$ cat src/pkg/valve_head_consts.svh
// Named constants for the valve head attribute block.
// Assumes a 50 MHz system clock.
`ifndef VALVE_HEAD_CONSTS_SVH
`define VALVE_HEAD_CONSTS_SVH
`define CLK_HZ 50000000
`define CYC_PER_MS (`CLK_HZ / 1000)
`define KEY_HOLD_MS 5000
`define TRAVEL_MS 10000
`define FLASH_MS 250
`define CLS_ASSEMBLY 8'h04
`define CLS_VALVE 8'h96
`define INST_ONE 8'h01
`define ATTR_PROCESS 8'h03
`define ATTR_SAFE_POS 8'h06
`define ATTR_SAFE_MODE 8'h07
`define ATTR_TEACH 8'h08
`define BIT_BOTTOM 0
`define BIT_TOP 1
`define BIT_VALVE 0
`define BIT_RETAIN 0
`define BIT_TEACH_DONE 0
`define BIT_TEACH_FAIL 1
`define BYTE_ZERO 8'h00
`define RESET_SAFE_POS 1'b0
`define RESET_SAFE_MODE 1'b0
`define CNT_ZERO 32'h0000_0000
`define CNT_ONE 32'h0000_0001
`endif

$ cat src/pkg/valve_head_pkg.sv
// Types for the valve head attribute block.
// Assumes nothing beyond the SystemVerilog language.
package valve_head_pkg;
    typedef enum logic [4:0] {
        T_IDLE   = 5'b00001,
        T_BOTTOM = 5'b00010,
        T_RISE   = 5'b00100,
        T_TOP    = 5'b01000,
        T_FALL   = 5'b10000
    } teach_state_t;

    typedef struct packed {
        logic         bot_s1;
        logic         bot_s2;
        logic         top_s1;
        logic         top_s2;
        logic         key_s1;
        logic         key_s2;
        logic         valve_cmd;
        logic         safe_mode;
        logic         safe_pos;
        logic         valve;
        logic [7:0]   in_byte;
        logic         in_valid;
        logic         cos;
        logic         ack;
        logic         err;
        logic [7:0]   rdata;
        teach_state_t state;
        logic [31:0]  key_cnt;
        logic [31:0]  step_cnt;
        logic [31:0]  blink_cnt;
        logic         blink;
        logic         fail;
        logic         done;
        logic         result;
        logic         yellow;
        logic         led_g;
        logic         led_r;
    } core_t;
endpackage

$ cat src/rtl/valve_head_fieldbus_attributes.sv
// Process data, safety configuration and teach logic of a valve head.
// Assumes a fieldbus stack on the same clock delivering decoded
// explicit requests, cyclic output data and link status.
//
// Overview of operation
// [RULE1] One input assembly and one output assembly carry all process data.
// [RULE2] Polled and strobed exchange cyclic; change of state sent on input change.
// [RULE3] Class 4, instance 1, attribute 3: get reads inputs, set writes outputs.
// [RULE4] Input byte: bit 0 bottom reached, bit 1 top reached, rest zero.
// [RULE5] Output bit 0 drives the pilot valve; master keeps upper bits zero.
// [RULE6] Safety mode at 150/1/7: bit 0 zero uses safety position, one retains.
// [RULE7] Safety position at 150/1/6: bit 0 is valve state on bus fault.
// [RULE8] Safety attributes stay readable and writable during a bus fault.
// [RULE9] Teach: record bottom, valve on, travel up, record top, valve off, return.
// [RULE10] Holding the local teach key about five seconds starts teach.
// [RULE11] Yellow status indicator flashes while teach runs.
// [RULE12] Network valve commands are ignored while teach runs.
// [RULE13] Writing 150/1/8 with bit 0 zero starts teach; result bit read-only.
// [RULE14] Teach read: bit 0 zero running, one done; bit 1 result; rest zero.
// [RULE15] Bus fault shows flashing green, flashing red or steady red.
// [RULE16] On bus failure the valve takes the programmable safety setting; while teach runs the valve follows the teach sequence instead.
// [RULE17] Teach result bit: zero success, one defective.
// [RULE18] A teach start while teach already runs is ignored.
`timescale 1ns/1ps
`include "valve_head_consts.svh"

module valve_head_fieldbus_attributes
    import valve_head_pkg::*;
#(
    parameter logic [31:0] KEY_HOLD_CYC = 32'(`KEY_HOLD_MS * `CYC_PER_MS),
    parameter logic [31:0] TRAVEL_CYC   = 32'(`TRAVEL_MS * `CYC_PER_MS),
    parameter logic [31:0] FLASH_CYC    = 32'(`FLASH_MS * `CYC_PER_MS)
) (
    input  wire logic       clock,
    input  wire logic       rst_n,
    input  wire logic       bottom_pin,
    input  wire logic       top_pin,
    input  wire logic       teach_key_n,
    input  wire logic       bus_connected,
    input  wire logic       io_timeout,
    input  wire logic       bus_critical,
    input  wire logic       io_poll,
    input  wire logic       io_out_valid,
    input  wire logic [7:0] io_out_byte,
    input  wire logic       attr_req,
    input  wire logic       attr_set,
    input  wire logic [7:0] attr_class,
    input  wire logic [7:0] attr_instance,
    input  wire logic [7:0] attr_attribute,
    input  wire logic [7:0] attr_wdata,
    output logic            pilot_valve_output,
    output logic [7:0]      io_in_byte,
    output logic            io_in_valid,
    output logic            cos_send,
    output logic            attr_ack,
    output logic            attr_err,
    output logic [7:0]      attr_rdata,
    output logic            teach_led_yellow,
    output logic            bus_led_green,
    output logic            bus_led_red
);

    core_t q;
    core_t d;

    // True when the request addresses the given class, instance one and attribute
    function automatic logic path_is(
        input logic [7:0] cls,
        input logic [7:0] att
    );
        path_is = (attr_class == cls) && (attr_instance == `INST_ONE) && (attr_attribute == att);
    endfunction

    // Places one bit at the given position of an otherwise zero byte
    function automatic logic [7:0] bit_byte(
        input logic b,
        input int   pos
    );
        logic [7:0] r;
        r = `BYTE_ZERO;
        r[pos] = b;
        bit_byte = r;
    endfunction

    logic       bus_fault;
    logic       key_start;
    logic       net_start;
    logic       running;
    logic [7:0] in_now;

    always_comb begin
        d = q;
        bus_fault = (!bus_connected) || io_timeout || bus_critical;
        running = (q.state != T_IDLE);
        net_start = 1'b0;

        // Pin synchronisers
        d.bot_s1 = bottom_pin;
        d.bot_s2 = q.bot_s1;
        d.top_s1 = top_pin;
        d.top_s2 = q.top_s1;
        d.key_s1 = teach_key_n;
        d.key_s2 = q.key_s1;

        // Input assembly, upper bits always zero
        in_now = bit_byte(q.bot_s2, `BIT_BOTTOM) | bit_byte(q.top_s2, `BIT_TOP); // [RULE4] [RULE1]
        d.in_byte = in_now;
        d.cos = (in_now != q.in_byte); // [RULE2]
        d.in_valid = io_poll; // [RULE2]

        // Cyclic output data; ignored during teach
        if (io_out_valid && !running) begin
            d.valve_cmd = io_out_byte[`BIT_VALVE]; // [RULE5] [RULE12]
        end

        // Explicit attribute services, not gated by bus state
        d.ack = attr_req;
        d.err = 1'b0;
        d.rdata = `BYTE_ZERO;
        if (attr_req) begin
            if (path_is(`CLS_ASSEMBLY, `ATTR_PROCESS)) begin
                if (attr_set) begin
                    if (!running) begin
                        d.valve_cmd = attr_wdata[`BIT_VALVE]; // [RULE3] [RULE12]
                    end
                end else begin
                    d.rdata = in_now; // [RULE3]
                end
            end else if (path_is(`CLS_VALVE, `ATTR_SAFE_MODE)) begin
                if (attr_set) begin
                    d.safe_mode = attr_wdata[`BIT_RETAIN]; // [RULE6] [RULE8]
                end else begin
                    d.rdata = bit_byte(q.safe_mode, `BIT_RETAIN); // [RULE6] [RULE8]
                end
            end else if (path_is(`CLS_VALVE, `ATTR_SAFE_POS)) begin
                if (attr_set) begin
                    d.safe_pos = attr_wdata[`BIT_VALVE]; // [RULE7] [RULE8]
                end else begin
                    d.rdata = bit_byte(q.safe_pos, `BIT_VALVE); // [RULE7] [RULE8]
                end
            end else if (path_is(`CLS_VALVE, `ATTR_TEACH)) begin
                if (attr_set) begin
                    net_start = !attr_wdata[`BIT_TEACH_DONE]; // [RULE13]
                end else begin
                    d.rdata = bit_byte(q.done, `BIT_TEACH_DONE)
                            | bit_byte(q.done & q.result, `BIT_TEACH_FAIL); // [RULE14]
                end
            end else begin
                d.err = 1'b1;
            end
        end

        // Key hold timer; fires once per press
        if (!q.key_s2) begin
            if (q.key_cnt != KEY_HOLD_CYC) begin
                d.key_cnt = q.key_cnt + `CNT_ONE;
            end
        end else begin
            d.key_cnt = `CNT_ZERO;
        end
        key_start = !q.key_s2 && (q.key_cnt == KEY_HOLD_CYC - `CNT_ONE); // [RULE10]

        // Flash phase shared by the indicators
        if (q.blink_cnt >= FLASH_CYC - `CNT_ONE) begin
            d.blink_cnt = `CNT_ZERO;
            d.blink = !q.blink;
        end else begin
            d.blink_cnt = q.blink_cnt + `CNT_ONE;
        end

        // Valve outside teach
        if (!running) begin
            if (bus_fault) begin
                if (!q.safe_mode) begin
                    d.valve = q.safe_pos; // [RULE16] [RULE6] [RULE7]
                end
            end else begin
                d.valve = q.valve_cmd; // [RULE5]
            end
        end

        // Teach sequence
        case (q.state)
            T_IDLE: begin
                if (key_start || net_start) begin // [RULE18]
                    d.state = T_BOTTOM;
                    d.done = 1'b0;
                    d.fail = 1'b0;
                end
            end
            T_BOTTOM: begin
                d.fail = !q.bot_s2; // [RULE9]
                d.valve = 1'b1; // [RULE9]
                d.step_cnt = `CNT_ZERO;
                d.state = T_RISE;
            end
            T_RISE: begin
                d.valve = 1'b1;
                d.step_cnt = q.step_cnt + `CNT_ONE;
                if (q.top_s2) begin
                    d.state = T_TOP; // [RULE9]
                end else if (q.step_cnt >= TRAVEL_CYC - `CNT_ONE) begin
                    d.fail = 1'b1;
                    d.state = T_TOP;
                end
            end
            T_TOP: begin
                d.fail = q.fail || !q.top_s2; // [RULE9]
                d.valve = 1'b0; // [RULE9]
                d.step_cnt = `CNT_ZERO;
                d.state = T_FALL;
            end
            T_FALL: begin
                d.valve = 1'b0;
                d.step_cnt = q.step_cnt + `CNT_ONE;
                if (q.bot_s2 || (q.step_cnt >= TRAVEL_CYC - `CNT_ONE)) begin
                    d.result = q.fail || !q.bot_s2; // [RULE17]
                    d.done = 1'b1; // [RULE14]
                    d.state = T_IDLE; // [RULE9]
                end
            end
            default: begin
                d.state = T_IDLE;
                d.done = 1'b1;
            end
        endcase

        // Indicators
        d.yellow = running && q.blink; // [RULE11]
        if (bus_critical) begin
            d.led_g = 1'b0;
            d.led_r = 1'b1; // [RULE15]
        end else if (io_timeout) begin
            d.led_g = 1'b0;
            d.led_r = q.blink; // [RULE15]
        end else if (!bus_connected) begin
            d.led_g = q.blink; // [RULE15]
            d.led_r = 1'b0;
        end else begin
            d.led_g = 1'b1;
            d.led_r = 1'b0;
        end
    end

    always_ff @(posedge clock) begin
        if (!rst_n) begin
            q <= '0;
            q.state <= T_IDLE;
            q.done <= 1'b1;
            q.key_s1 <= 1'b1;
            q.key_s2 <= 1'b1;
            q.safe_pos <= `RESET_SAFE_POS;
            q.safe_mode <= `RESET_SAFE_MODE;
        end else begin
            q <= d;
        end
    end

    assign pilot_valve_output = q.valve;
    assign io_in_byte = q.in_byte;
    assign io_in_valid = q.in_valid;
    assign cos_send = q.cos;
    assign attr_ack = q.ack;
    assign attr_err = q.err;
    assign attr_rdata = q.rdata;
    assign teach_led_yellow = q.yellow;
    assign bus_led_green = q.led_g;
    assign bus_led_red = q.led_r;

endmodule

$ cat config.mk
export PLATFORM = sky130hd
export DESIGN_NAME = valve_head_fieldbus_attributes
export DESIGN_NICKNAME = d
export VERILOG_FILES = /design/src/pkg/valve_head_pkg.sv /design/src/rtl/valve_head_fieldbus_attributes.sv
export VERILOG_INCLUDE_DIRS = /design/src /design/src/pkg
export SDC_FILE = /design/constraint.sdc
export NUM_CORES = 1
export LEC_CHECK = 0
export BUFFER_PORTS_ARGS = -buffer_cell sky130_fd_sc_hd__buf_2
export CORE_MARGIN = 5
export CORE_UTILIZATION = 45
export CTS_CLUSTER_DIAMETER = 100
export DETAILED_ROUTE_END_ITERATION = 16
export HOLD_SLACK_MARGIN = 0.02
export PLACE_DENSITY = 0.72
export REMOVE_ABC_BUFFERS = 1
export SYNTH_ARGS = -nofsm -noshare
export SYNTH_HDL_FRONTEND = slang
export SYNTH_SLANG_ARGS = --single-unit
$ cat constraint.sdc
create_clock -name clock -period 2.3 [get_ports clock]
set_input_delay 0.23 -clock clock [delete_from_list [all_inputs] [get_ports clock]]
set_output_delay 0.23 -clock clock [all_outputs]
set_load 0.05 [all_outputs]
# Yosys cells after proc, flatten, opt, wreduce, memory -nomap -nowiden

Cells that the tools add are included.

Flip-flop bits (word level): 138
Output and inout port bits: 24
Word-level logic and storage cells: 149
Bits of input ports: 52

$lt $le $gt $ge: 2
Equality and inequality tests: 23
Mux-type cells: 45
Reduce and logical (&&, ||, !) cells: 41
Bitwise gates (word level): 8
Add/subtract/negate cells: 3

Operators with widths:

| kind                    | number |
|---|---|
| $add A32 B1 Y32 const B | 3 |
| $pmux W32 S2            | 1 |
| $eq A32 B28 Y1 const B  | 1 |
| $ge A32 B24 Y1 const B  | 1 |
| $ge A32 B29 Y1 const B  | 1 |
| $mux W8                 | 4 |
| $ne A32 B28 Y1 const B  | 1 |
| $mux W1                 | 25 |
| $pmux W5 S5             | 1 |
| $eq A8 B3 Y1 const B    | 3 |
| $mux W5                 | 4 |
| $mux W2                 | 6 |
| $reduce_or A2 Y1        | 6 |
| $logic_and A1 B1 Y1     | 9 |
| $eq A8 B1 Y1 const B    | 1 |
| $eq A8 B2 Y1 const B    | 1 |
| $eq A8 B4 Y1 const B    | 1 |
| $eq A8 B8 Y1 const B    | 1 |
| $ne A2 B2 Y1 const B    | 4 |
| $ne A2 B8 Y1            | 1 |
| $reduce_and A4 Y1       | 2 |
| $logic_not A1 Y1        | 7 |
| $logic_or A1 B1 Y1      | 6 |
| $ne A3 B3 Y1 const B    | 2 |
| 21 further kinds        | 30 |

# Depth between registers and ports, before layout

Gate-level depths: netlist of run 1.

Depth after elaboration: 11
Gate-level depth with buffers: 8
Gate-level depth less buffers: 7

# Least setup slack after synthesis of run 1

OpenSTA, ideal clock, no wires.

Path type: reg2reg
Start point: register q[105] in the netlist's numbering
End point: register q[5] in the netlist's numbering
Data required time: 2,228 ps
Stages on the path, launching flop included: 8
Buffers on the path: 1
Arrival time: 1,876 ps
Setup time: 72 ps
Clock period less this slack: 1,948 ps
Setup slack: 352 ps
Cells stage by stage: dfxtp_1 or4b_1 or2_2 clkbuf_1 nand2_1 nor3_1 a211oi_1 mux2i_1

Word-level cells in the longest chain between the ends: 3
Elaborated cells on any way between the ends: 10
Classes of those cells: eq/ne (7); mux (1); reduce/logical (2)

RTL lines:

| element                                                      | RTL line                              | text |
|---|---|---|
| from (decl)                                                  | valve_head_fieldbus_attributes.sv:63  | `core_t q;` |
| $eq A5 B4 Y1 (tied with other cells)                         | valve_head_fieldbus_attributes.sv:183 | `case (q.state)` |
| $reduce_bool A4 Y1 (no line) or $ne A2 B2 Y1 (tied branches) | n/a                                   |  |
| $reduce_and A4 Y1 (no line)                                  | n/a                                   |  |

Parallel ways exist; a longest one is shown, timed or not.
A chain may end at the register's enable or synchronous reset.

# Final worst setup path of run 1

Start point: register q[95] in the netlist's numbering
End point: register q[4] in the netlist's numbering

Word-level cells in the longest chain between the ends: 5

RTL lines:

| element                     | RTL line                              | text |
|---|---|---|
| $eq A32 B28 Y1 (no line)    | n/a                                   |  |
| $logic_and A1 B1 Y1         | valve_head_fieldbus_attributes.sv:161 | `` key_start = !q.key_s2 && (q.key_cnt == KEY_HOLD_CYC - `CNT_ONE); `` |
| $logic_or A1 B1 Y1          | valve_head_fieldbus_attributes.sv:185 | `if (key_start \|\| net_start) begin` |
| $ne A2 B2 Y1 (no line)      | n/a                                   |  |
| $reduce_and A3 Y1 (no line) | n/a                                   |  |

Every way passes these cells.

==> results of run 1 <==
==> cell usage in the layout, fill, tap and decap left out, types with 7 or more instances in the layout <==
cell         n
nor3_1      11
nand3_1     37
nand2b_1     7
inv_1        8
nor2_1     100
o21ai_0     12
nor4_1      10
xor2_1      59
xnor2_1     22
buf_4       14
buf_2       49
conb_1      20
dfxtp_1    126
clkbuf_16   17
and2_1      15
nand4_1     28
a21oi_1     11
and4_1      11
nand2_1     49
and3_1      22
or3_1        9
==> what timing repair did <==
action / 4_1_cts / 5_1_grt
gates resized for setup: 0 / 3
endpoints found under the hold margin: 2 / 0
hold buffers: 2 / 0
endpoints found under the setup margin: 0 / 5
==> synthesized netlist by cell type (2+ instances only) <==
| cell type | number | area [um^2] |
|---|---|---|
| nand2b_1 | 7 | 43.8 |
| and4_1 | 11 | 96.3 |
| nor4b_1 | 2 | 17.5 |
| a31oi_1 | 4 | 25.0 |
| a211oi_1 | 2 | 15.0 |
| o211ai_1 | 3 | 22.5 |
| or3_1 | 9 | 56.3 |
| and3_1 | 22 | 138 |
| a21oi_1 | 11 | 55.1 |
| o31ai_1 | 3 | 22.5 |
| o22ai_1 | 2 | 12.5 |
| or4_1 | 4 | 30.0 |
| xnor2_1 | 22 | 193 |
| nand2_1 | 49 | 184 |
| mux2i_1 | 2 | 20.0 |
| or4b_1 | 3 | 30.0 |
| dfxtp_1 | 126 | 2520 |
| buf_4 | 16 | 120 |
| buf_2 | 9 | 45.0 |
| xor2_1 | 59 | 517 |
| o211a_1 | 4 | 40.0 |
| or2_2 | 3 | 18.8 |
| nor4_1 | 11 | 68.8 |
| o21ai_0 | 12 | 60.1 |
| a21boi_0 | 3 | 22.5 |
| nand3b_1 | 3 | 22.5 |
| ha_1 | 4 | 50.1 |
| o21a_1 | 2 | 15.0 |
| clkbuf_1 | 9 | 33.8 |
| nor3b_1 | 3 | 22.5 |
| nor2b_1 | 3 | 18.8 |
| a211oi_2 | 2 | 25.0 |
| and2_1 | 15 | 93.8 |
| nand3_1 | 37 | 185 |
| nor3_1 | 11 | 55.1 |
| nand4_1 | 28 | 175 |
| nor2_1 | 100 | 375 |
| inv_1 | 8 | 30.0 |
==> layer usage <==
| layer | vias up | part of all wire [%] | routed length (um) |
|---|---|---|---|
| li1 | 2331 | - | - |
| met1 | 2196 | 43 | 5120 |
| met2 | 91 | 51 | 6080 |
| met3 | 23 | 4.4 | 523 |
| met4 | 0 | 1.9 | 227 |
| met5 | - | 0 | 0 |
==> metrics by stage <==
step | cells | cell area (um^2)
global route | 888 | 6690
global placement | 854 | 6050
floorplan | 622 | 5470
CTS | 888 | 6670
finish | 888 | 6690
detailed placement | 854 | 6050
==> state kept, by name (all words and copies together) (netlist names) <==
| signal | cells |
|---|---|
| attr_ack | 1 |
| attr_err | 1 |
| attr_rdata | 2 |
| bus_led_green | 1 |
| bus_led_red | 1 |
| cos_send | 1 |
| d | 3 |
| io_in_byte | 2 |
| io_in_valid | 1 |
| pilot_valve_output | 1 |
| q | 111 |
| teach_led_yellow | 1 |
==> critical path, cell delays in order (launching register included) <==
cell	delay (ns)
dfxtp_1	0.35
or4b_1	0.57
nor4_2	0.34
and4_1	0.30
nor2_1	0.10
a211o_1	0.31
a31oi_1	0.16
==> final cells by class <==
type	instances	area [um^2]	area share, %
well taps	168	210	3.14
repair buffers	66	390	5.84
clock inverters	15	171	2.56
inverters	8	30.0	0.449
flip-flops and latches	126	2520	37.7
multi-input cells	488	2940	43.9
clock buffers	17	425	6.36
==> kinds of logic after synthesis <==
logic type	share of synthesized area [%]
DFF	45.1
buffers and inverters	4.09
muxes	0.559
xor gates and xnor gates	12.7
and+or+nand+nor	29.7
AOI/OAI and AO/OA	6.95
other	0.0670
adders and majority gates	0.894
==> report_power, final <==
group / total [mW] / switching (mW) / internal [mW]
Clock: 2.67 / 0.977 / 1.70
Sequential: 2.23 / 0.0175 / 2.21
Combinational: 0.225 / 0.154 / 0.0711
Total: 5.13 / 1.15 / 3.98
==> worst min-delay path by stage <==
stage,start,end,slack [ns]
global route,teach_key_n,d[132],0.03
finish,teach_key_n,d[132],0.03
detailed placement,d[132],q[132],0.39
floorplan,rst_n,d[132],0.30
global placement,d[132],q[132],0.39
CTS,teach_key_n,d[132],0.02
==> summary.txt, run 1 <==
Global routing
  • GRT overflow: 0
  • First-pass GRT wire length: 20.3 mm
  • Met3 Usage GRT: 4.46%
  • Vias in the first global route: 4589
  • Layer with the highest usage: met2
  • M2 GR Usage: 29.4%
  • Largest net degree at the start of global routing: 33
  • Gr usage total: 16.8%
  • Antenna violations before repair: 0
  • Routing usage on met1: 19.3%

Worst setup path
  • Setup crit start: q[95]
  • Crit-path max FO: 5
  • Launch point of the worst reg-to-reg path: q[95]
  • CP Capture Point: q[4]
  • CP arrival: 2.53 ns
  • Worst reg-to-reg setup slack: 0.10 ns
  • Type of origin of the critical path: flip-flop
  • Crit end category: flip-flop
  • Worst r2r path cells: 6
  • Critical Path RT: 2.64 ns
  • WS Path Type: reg2reg
  • RR Endpoint: q[4]

Yosys
  • Synth warnings: 0
  • Sequential fraction of the synthesis area: 45.1%
  • Post-synth EDFFs: 0
  • Flop and latch count out of synthesis: 126
  • Cells after Synth: 637
  • Distinct cells, synth: 51
  • Synthesized area per cell: 8.79 um^2
  • Most common flop cell mapped by yosys: dfxtp_1
  • Synth async-reset ratio: 0%
  • Syn Std Cell Area: 5600 um^2

Placed design
  • Buffers on Ports: 49
  • GPL Wtd Cong: 0.881
  • Setup WS pre-CTS: 0.0874 ns
  • Post-DP HPWL: 8.42 mm

Timing
  • Final setup fails: 0
  • Post-route setup slack: 0.103 ns
  • Clock skew: 0.00564 ns
  • Max Freq: 455 MHz
  • Relative slew slack: 60.9%
  • RSZ-0062 raised after global routing: no
  • Pins over their slew limit: 0
  • Worst-Margin Slew: 0.587 ns
  • Period utilization: 95.5%
  • TNS Setup: 0 ns
  • Final Hold Viols: 0
  • Final worst path period need: 2.20 ns
  • Final hold slack: 0.0296 ns

Final layout
  • Layout cell share with drive strength beyond 1: 15.0%
  • Area growth syn-to-layout: 19.4%
  • FILL cells: 1081
  • Layout Utilization: 55.2%
  • Diodes inserted: 0
  • Final nets: 763

Floorplan
  • I/O pin count: 76
  • Core Rows: 40
  • Initial Util: 46.2%
  • Die W: 122 um
  • Die Ht: 122 um
  • Die area: 14800 um^2
  • Core region area: 12100 um^2

Routing
  • Routed vias/inst: 5.23
  • Drt pass-1 iters: 4
  • Final Routed Wirelength: 12.0 mm
  • Wirelength per Cell: 13.5 um
  • Post-DRT Antenna Nets: 0
  • DR vias: 4641
  • Number of DRC markers in iteration 0: 287
  • DR DRC count: 0

CTS
  • Clock Tree Buf Depth: 2
  • # H-tree levels: 4
  • Total CTS buffers: 17
  • CTS sink count: 126
  • CTS tree: built
  • Clock transition at path regs: 0.06 ns
  • Root Driver: clkbuf_16
  • Clk Latency, worst-skew pair: 0.41 ns
  • Post-CTS setup buffer count: 0

Flow run
  • Max cap viols: 0

Power and ir drop
  • Leak Pwr: 2.58 nW
  • PwrDens: 767 nW/um^2
  • Design Power: 5.13 mW
  • Max IR drop VDD: 526 uV

Worst hold path
  • Worst hold stages: 2
  • Worst Hold Class: in2reg

Run status
  • Status: complete, no violations
No activity file was read; power rests on OpenSTA's default activity.
==> run 2: changes to the inputs <==
HOLD_SLACK_MARGIN = default   (was 0.02)
PLACE_DENSITY = 0.61   (was 0.72)
==> run 2 against run 1 <==
Net effect:
- count of clock-buffer cells in the layout grew 7
- sequential cell count is the same
- critical endpoint unchanged
- die area unchanged
- sequential share of layout area up 0.085 points
==> summary.txt, run 2 (synthesis gave the netlist of run 1 again) <==
Worst hold path
  • Hold Path Origin: teach_key_n
  • Worst Hold Class: in2reg

CTS
  • Clock transition at path regs: 0.05 ns
  • Total CTS buffers: 17
  • Root Driver: clkbuf_16
  • CTS sink count: 126
  • Clk Latency, worst-skew pair: 0.42 ns
  • Clock Tree Buf Depth: 2
  • CTS tree: built
  • # H-tree levels: 4

Timing
  • Final setup fails: 0
  • Relative slew slack: 62.9%
  • Period utilization: 95.8%
  • Worst-Margin Slew: 0.557 ns
  • Final Hold Viols: 0
  • Final hold slack: 0.0192 ns
  • RSZ-0062 raised after global routing: no
  • Final worst path period need: 2.20 ns
  • Clock skew: 0.00928 ns
  • Pins over their slew limit: 0
  • Max Freq: 454 MHz
  • TNS Setup: 0 ns

Routing
  • Wirelength per Cell: 12.9 um
  • DR DRC count: 0
  • Final Routed Wirelength: 11.4 mm
  • DR vias: 4481
  • Routed vias/inst: 5.05
  • Drt pass-1 iters: 5
  • Number of DRC markers in iteration 0: 255
  • Post-DRT Antenna Nets: 0

Placed design
  • Buffers on Ports: 49
  • GPL Wtd Cong: 0.796
  • Post-DP HPWL: 7.95 mm

Floorplan
  • Core Rows: 40
  • Core region area: 12100 um^2
  • Die W: 122 um
  • Initial Util: 46.2%
  • Die Ht: 122 um
  • Die area: 14800 um^2
  • I/O pin count: 76

Global routing
  • Gr usage total: 16.4%
  • First-pass GRT wire length: 19.4 mm
  • Largest net degree at the start of global routing: 33
  • Vias in the first global route: 4402
  • Antenna violations before repair: 0
  • GRT overflow: 0

Power and ir drop
  • Leak Pwr: 2.61 nW
  • PwrDens: 770 nW/um^2
  • Max IR drop VDD: 525 uV

Final layout
  • Most frequent cells in the layout: dfxtp_1, nor2_1, xor2_1, nand2_1, buf_2
  • Layout cell share with drive strength beyond 1: 14.6%
  • Commonest non-fill, non-tap cell in the layout: dfxtp_1
  • Layout Utilization: 55.1%
  • Most flops, register: q
  • Max FFs per register: 111
  • Area growth syn-to-layout: 19.2%
  • Diodes inserted: 0
  • Final nets: 764

Worst setup path
  • Crit path cell chain: or4b_1 > nor4_1 > and4_2 > nor2_1 > a211o_1 > a31oi_1
  • Worst r2r path cells: 6
  • Slowest CP cell: or4b_1
  • Launch point of the worst reg-to-reg path: q[95]
  • Type of origin of the critical path: flip-flop
  • WS Path Type: reg2reg
  • Crit-path max FO: 5
  • Critical Path Stages: 6
  • Critical Path RT: 2.64 ns
  • RR Endpoint: q[4]
  • Crit end category: flip-flop
  • Slowest stage delay, CP: 0.56 ns
  • CP Capture Point: q[4]
  • Buf/Inv on CP: 0
  • Kind of cell adding the most delay to the critical path: simple AND/OR/NAND/NOR gates
  • Worst reg-to-reg setup slack: 0.1 ns
  • CP arrival: 2.55 ns
  • Setup crit start: q[95]

Flow run
  • Max cap viols: 0

Run status
  • Status: complete, no violations
## run 2: cell count changes in the layout (fill, tap and decap cells not counted), moves of 2 or more
| cell | delta |
|---|---|
| buf_4 | +3 |
| clkinv_4 | -2 |
| clkbuf_1 | +4 |
| clkinvlp_4 | -4 |
| clkbuf_8 | +3 |
| dlygate4sd3_1 | -2 |
## run 2: cell type report
type	instances	area [um^2]
Multi-Input combinational cell	488	2930
Clock inverter	7	110
Timing Repair Buffer	67	393
Inverter	8	30.0
Sequential cell	126	2520
Clock buffer	24	482
Fill cell	1156	5440
Tap cell	168	210
## run 2: repair_timing
item | CTS | global route
setup endpoints to repair | 0 | 1
buffers inserted | 0 | 0
gates resized for setup | 0 | 2
hold buffers | 0 | 0
## run 2: through the flow
stage	worst slack (ns)	cells	instance area, um^2	power (mW)
2_1_floorplan	0.117	622	5470	2.41
3_3_place_gp	0.0952	857	6070	2.49
3_5_place_dp	0.0877	857	6070	2.50
4_1_cts	0.0714	888	6670	5.19
5_1_grt	0.0369	888	6670	5.32
6_report	0.0968	888	6670	5.13
## run 2: routing by layer
metal	vias up	wire length (um)	track usage, %
met3	8	407	5.15
met1	2097	5260	19.2
met4	0	87	5.95
li1	2316	-	-
met2	60	5660	28.0
met5	-	0	0
## run 2: how the worst min path moves through the flow
stage	slack, ns	end	depth (start not counted)
detailed placement	0.40	q[132]	1
finish	0.02	d[132]	2
global route	0.01	d[136]	2
floorplan	0.30	d[132]	1
CTS	0.01	d[136]	2
global placement	0.40	q[132]	1
## run 2: report_power, final
part	internal [mW]	leakage, nW	total [mW]	switching (mW)
Sequential	2.21	1.02	2.23	0.0166
Clock	1.77	0.294	2.68	0.907
Combinational	0.0688	1.29	0.223	0.154
Total	4.06	2.61	5.13	1.08
==> run 3: changes to the inputs <==
RECOVER_POWER = 100   (was default)
==> run 3 against run 2 <==
Net effect:
- design area down 0.71%
- critical path type unchanged
- fmax is 0.13% lower
- highest routed layer unchanged
- worst hold slack about the same
- global-route usage is the same
==> summary.txt, run 3 (synthesis gave the netlist of run 1 again) <==
Worst setup path
  • Type of origin of the critical path: flip-flop
  • Setup crit start: q[95]
  • Crit end category: flip-flop
  • Critical Path RT: 2.64 ns
  • CP arrival: 2.55 ns
  • Crit-path max FO: 5
  • Launch point of the worst reg-to-reg path: q[95]
  • WS Path Type: reg2reg

Final layout
  • Most frequent cells in the layout: dfxtp_1, nor2_1, xor2_1, nand2_1
  • Fin cells: 888
  • Area growth syn-to-layout: 18.3%
  • Commonest non-fill, non-tap cell in the layout: dfxtp_1
  • FILL cells: 1169
  • Final nets: 764
  • Max FFs per register: 111
  • Layout Utilization: 54.7%
  • Layout cell share with drive strength beyond 1: 12.1%
  • Most flops, register: q
  • Diodes inserted: 0

CTS
  • Total CTS buffers: 17
  • Root Driver: clkbuf_16
  • CTS sink count: 126
  • CTS tree: built
  • Clock Tree Buf Depth: 2
  • Post-CTS setup buffer count: 0
  • Post-CTS Hold Buffers: 0
  • Post-cts resize count: 0
  • Clock transition at path regs: 0.05 ns
  • Clk Latency, worst-skew pair: 0.42 ns
  • # H-tree levels: 4

Worst hold path
  • Worst Hold Class: in2reg
  • Hold Path Origin: teach_key_n

Global routing
  • Gr usage total: 16.4%
  • Vias in the first global route: 4402
  • First-pass GRT wire length: 19.4 mm
  • GRT overflow: 0
  • Met3 Usage GRT: 5.15%
  • Largest net degree at the start of global routing: 33
  • Layer with the highest usage: met2
  • M2 GR Usage: 28.0%
  • Routing usage on met1: 19.2%
  • Antenna violations before repair: 0

Routing
  • Routed vias/inst: 5.04
  • Post-DRT Antenna Nets: 0
  • Wirelength per Cell: 12.9 um
  • DR vias: 4477
  • DR DRC count: 0
  • Drt pass-1 iters: 5
  • Final Routed Wirelength: 11.5 mm
  • Number of DRC markers in iteration 0: 250

Placed design
  • Placed Cells: 857
  • GPL Wtd Cong: 0.796
  • Buffers on Ports: 49
  • Post-DP HPWL: 7.95 mm
  • Setup WS pre-CTS: 0.0877 ns

Timing
  • Relative slew slack: 7.03%
  • Clock skew: 0.00919 ns
  • Final Hold Viols: 0
  • Worst-Margin Slew: 1.39 ns
  • Pins over their slew limit: 0
  • TNS Setup: 0 ns
  • Max Freq: 453 MHz
  • RSZ-0062 raised after global routing: no
  • Period utilization: 95.9%
  • Final worst path period need: 2.21 ns
  • Final setup fails: 0
  • Post-route setup slack: 0.0939 ns

Power and ir drop
  • PwrDens: 774 nW/um^2
  • Leak Pwr: 2.53 nW
  • Design Power: 5.13 mW
  • Max IR drop VDD: 524 uV

Floorplan
  • Die area: 14800 um^2
  • Die Ht: 122 um
  • Initial Util: 46.2%
  • Die W: 122 um
  • Core Rows: 40
  • I/O pin count: 76
  • Core region area: 12100 um^2

Run status
  • Status: complete, no violations

Flow run
  • Max cap viols: 0
==> run 3: final timing paths <==
| check | endpoint | slack, ns | cells after the start |
|---|---|---|---|
| max | q[4] | 0.09 | 6 |
| min | d[132] | 0.02 | 2 |
| max reg2reg | q[4] | 0.09 | 6 |
| min reg2reg | q[132] | 0.41 | 1 |
==> run 3: metal layers <==
metal | vias to the layer above | wire [um]
li1 | 2317 | -
met1 | 2092 | 5300
met2 | 60 | 5660
met3 | 8 | 409
met4 | 0 | 87
met5 | - | 0
==> run 3: stage by stage <==
step                hold WS [ns]  instance area [um^2]
finish                    0.0190                  6630
global route              0.0116                  6630
CTS                      0.00999                  6670
detailed placement         0.399                  6070
global placement           0.398                  6070
floorplan                  0.303                  5470
==> run 3: worst max-delay path: stages (launching register included) <==
cell     delay, ns
dfxtp_1       0.34
or4b_1        0.56
nor4_1        0.37
and4_1        0.32
nor2_1        0.09
a211o_1       0.30
a31oi_1       0.16
==> run 3: final cells by class <==
cell class | count | area, um^2 | area share (%)
Clock buffer | 24 | 482 | 7.27
Clock inverter | 7 | 110 | 1.66
Inverter | 8 | 30.0 | 0.453
Multi-Input combinational cell | 488 | 2920 | 44.1
Sequential cell | 126 | 2520 | 38.1
Tap cell | 168 | 210 | 3.17
Timing Repair Buffer | 67 | 347 | 5.23
==> run 3: power breakdown <==
group          switching, mW  leakage, nW  internal (mW)
sequential            0.0169         1.02           2.21
clock                  0.908        0.294           1.77
combinational          0.154         1.22         0.0634
total                   1.08         2.53           4.05
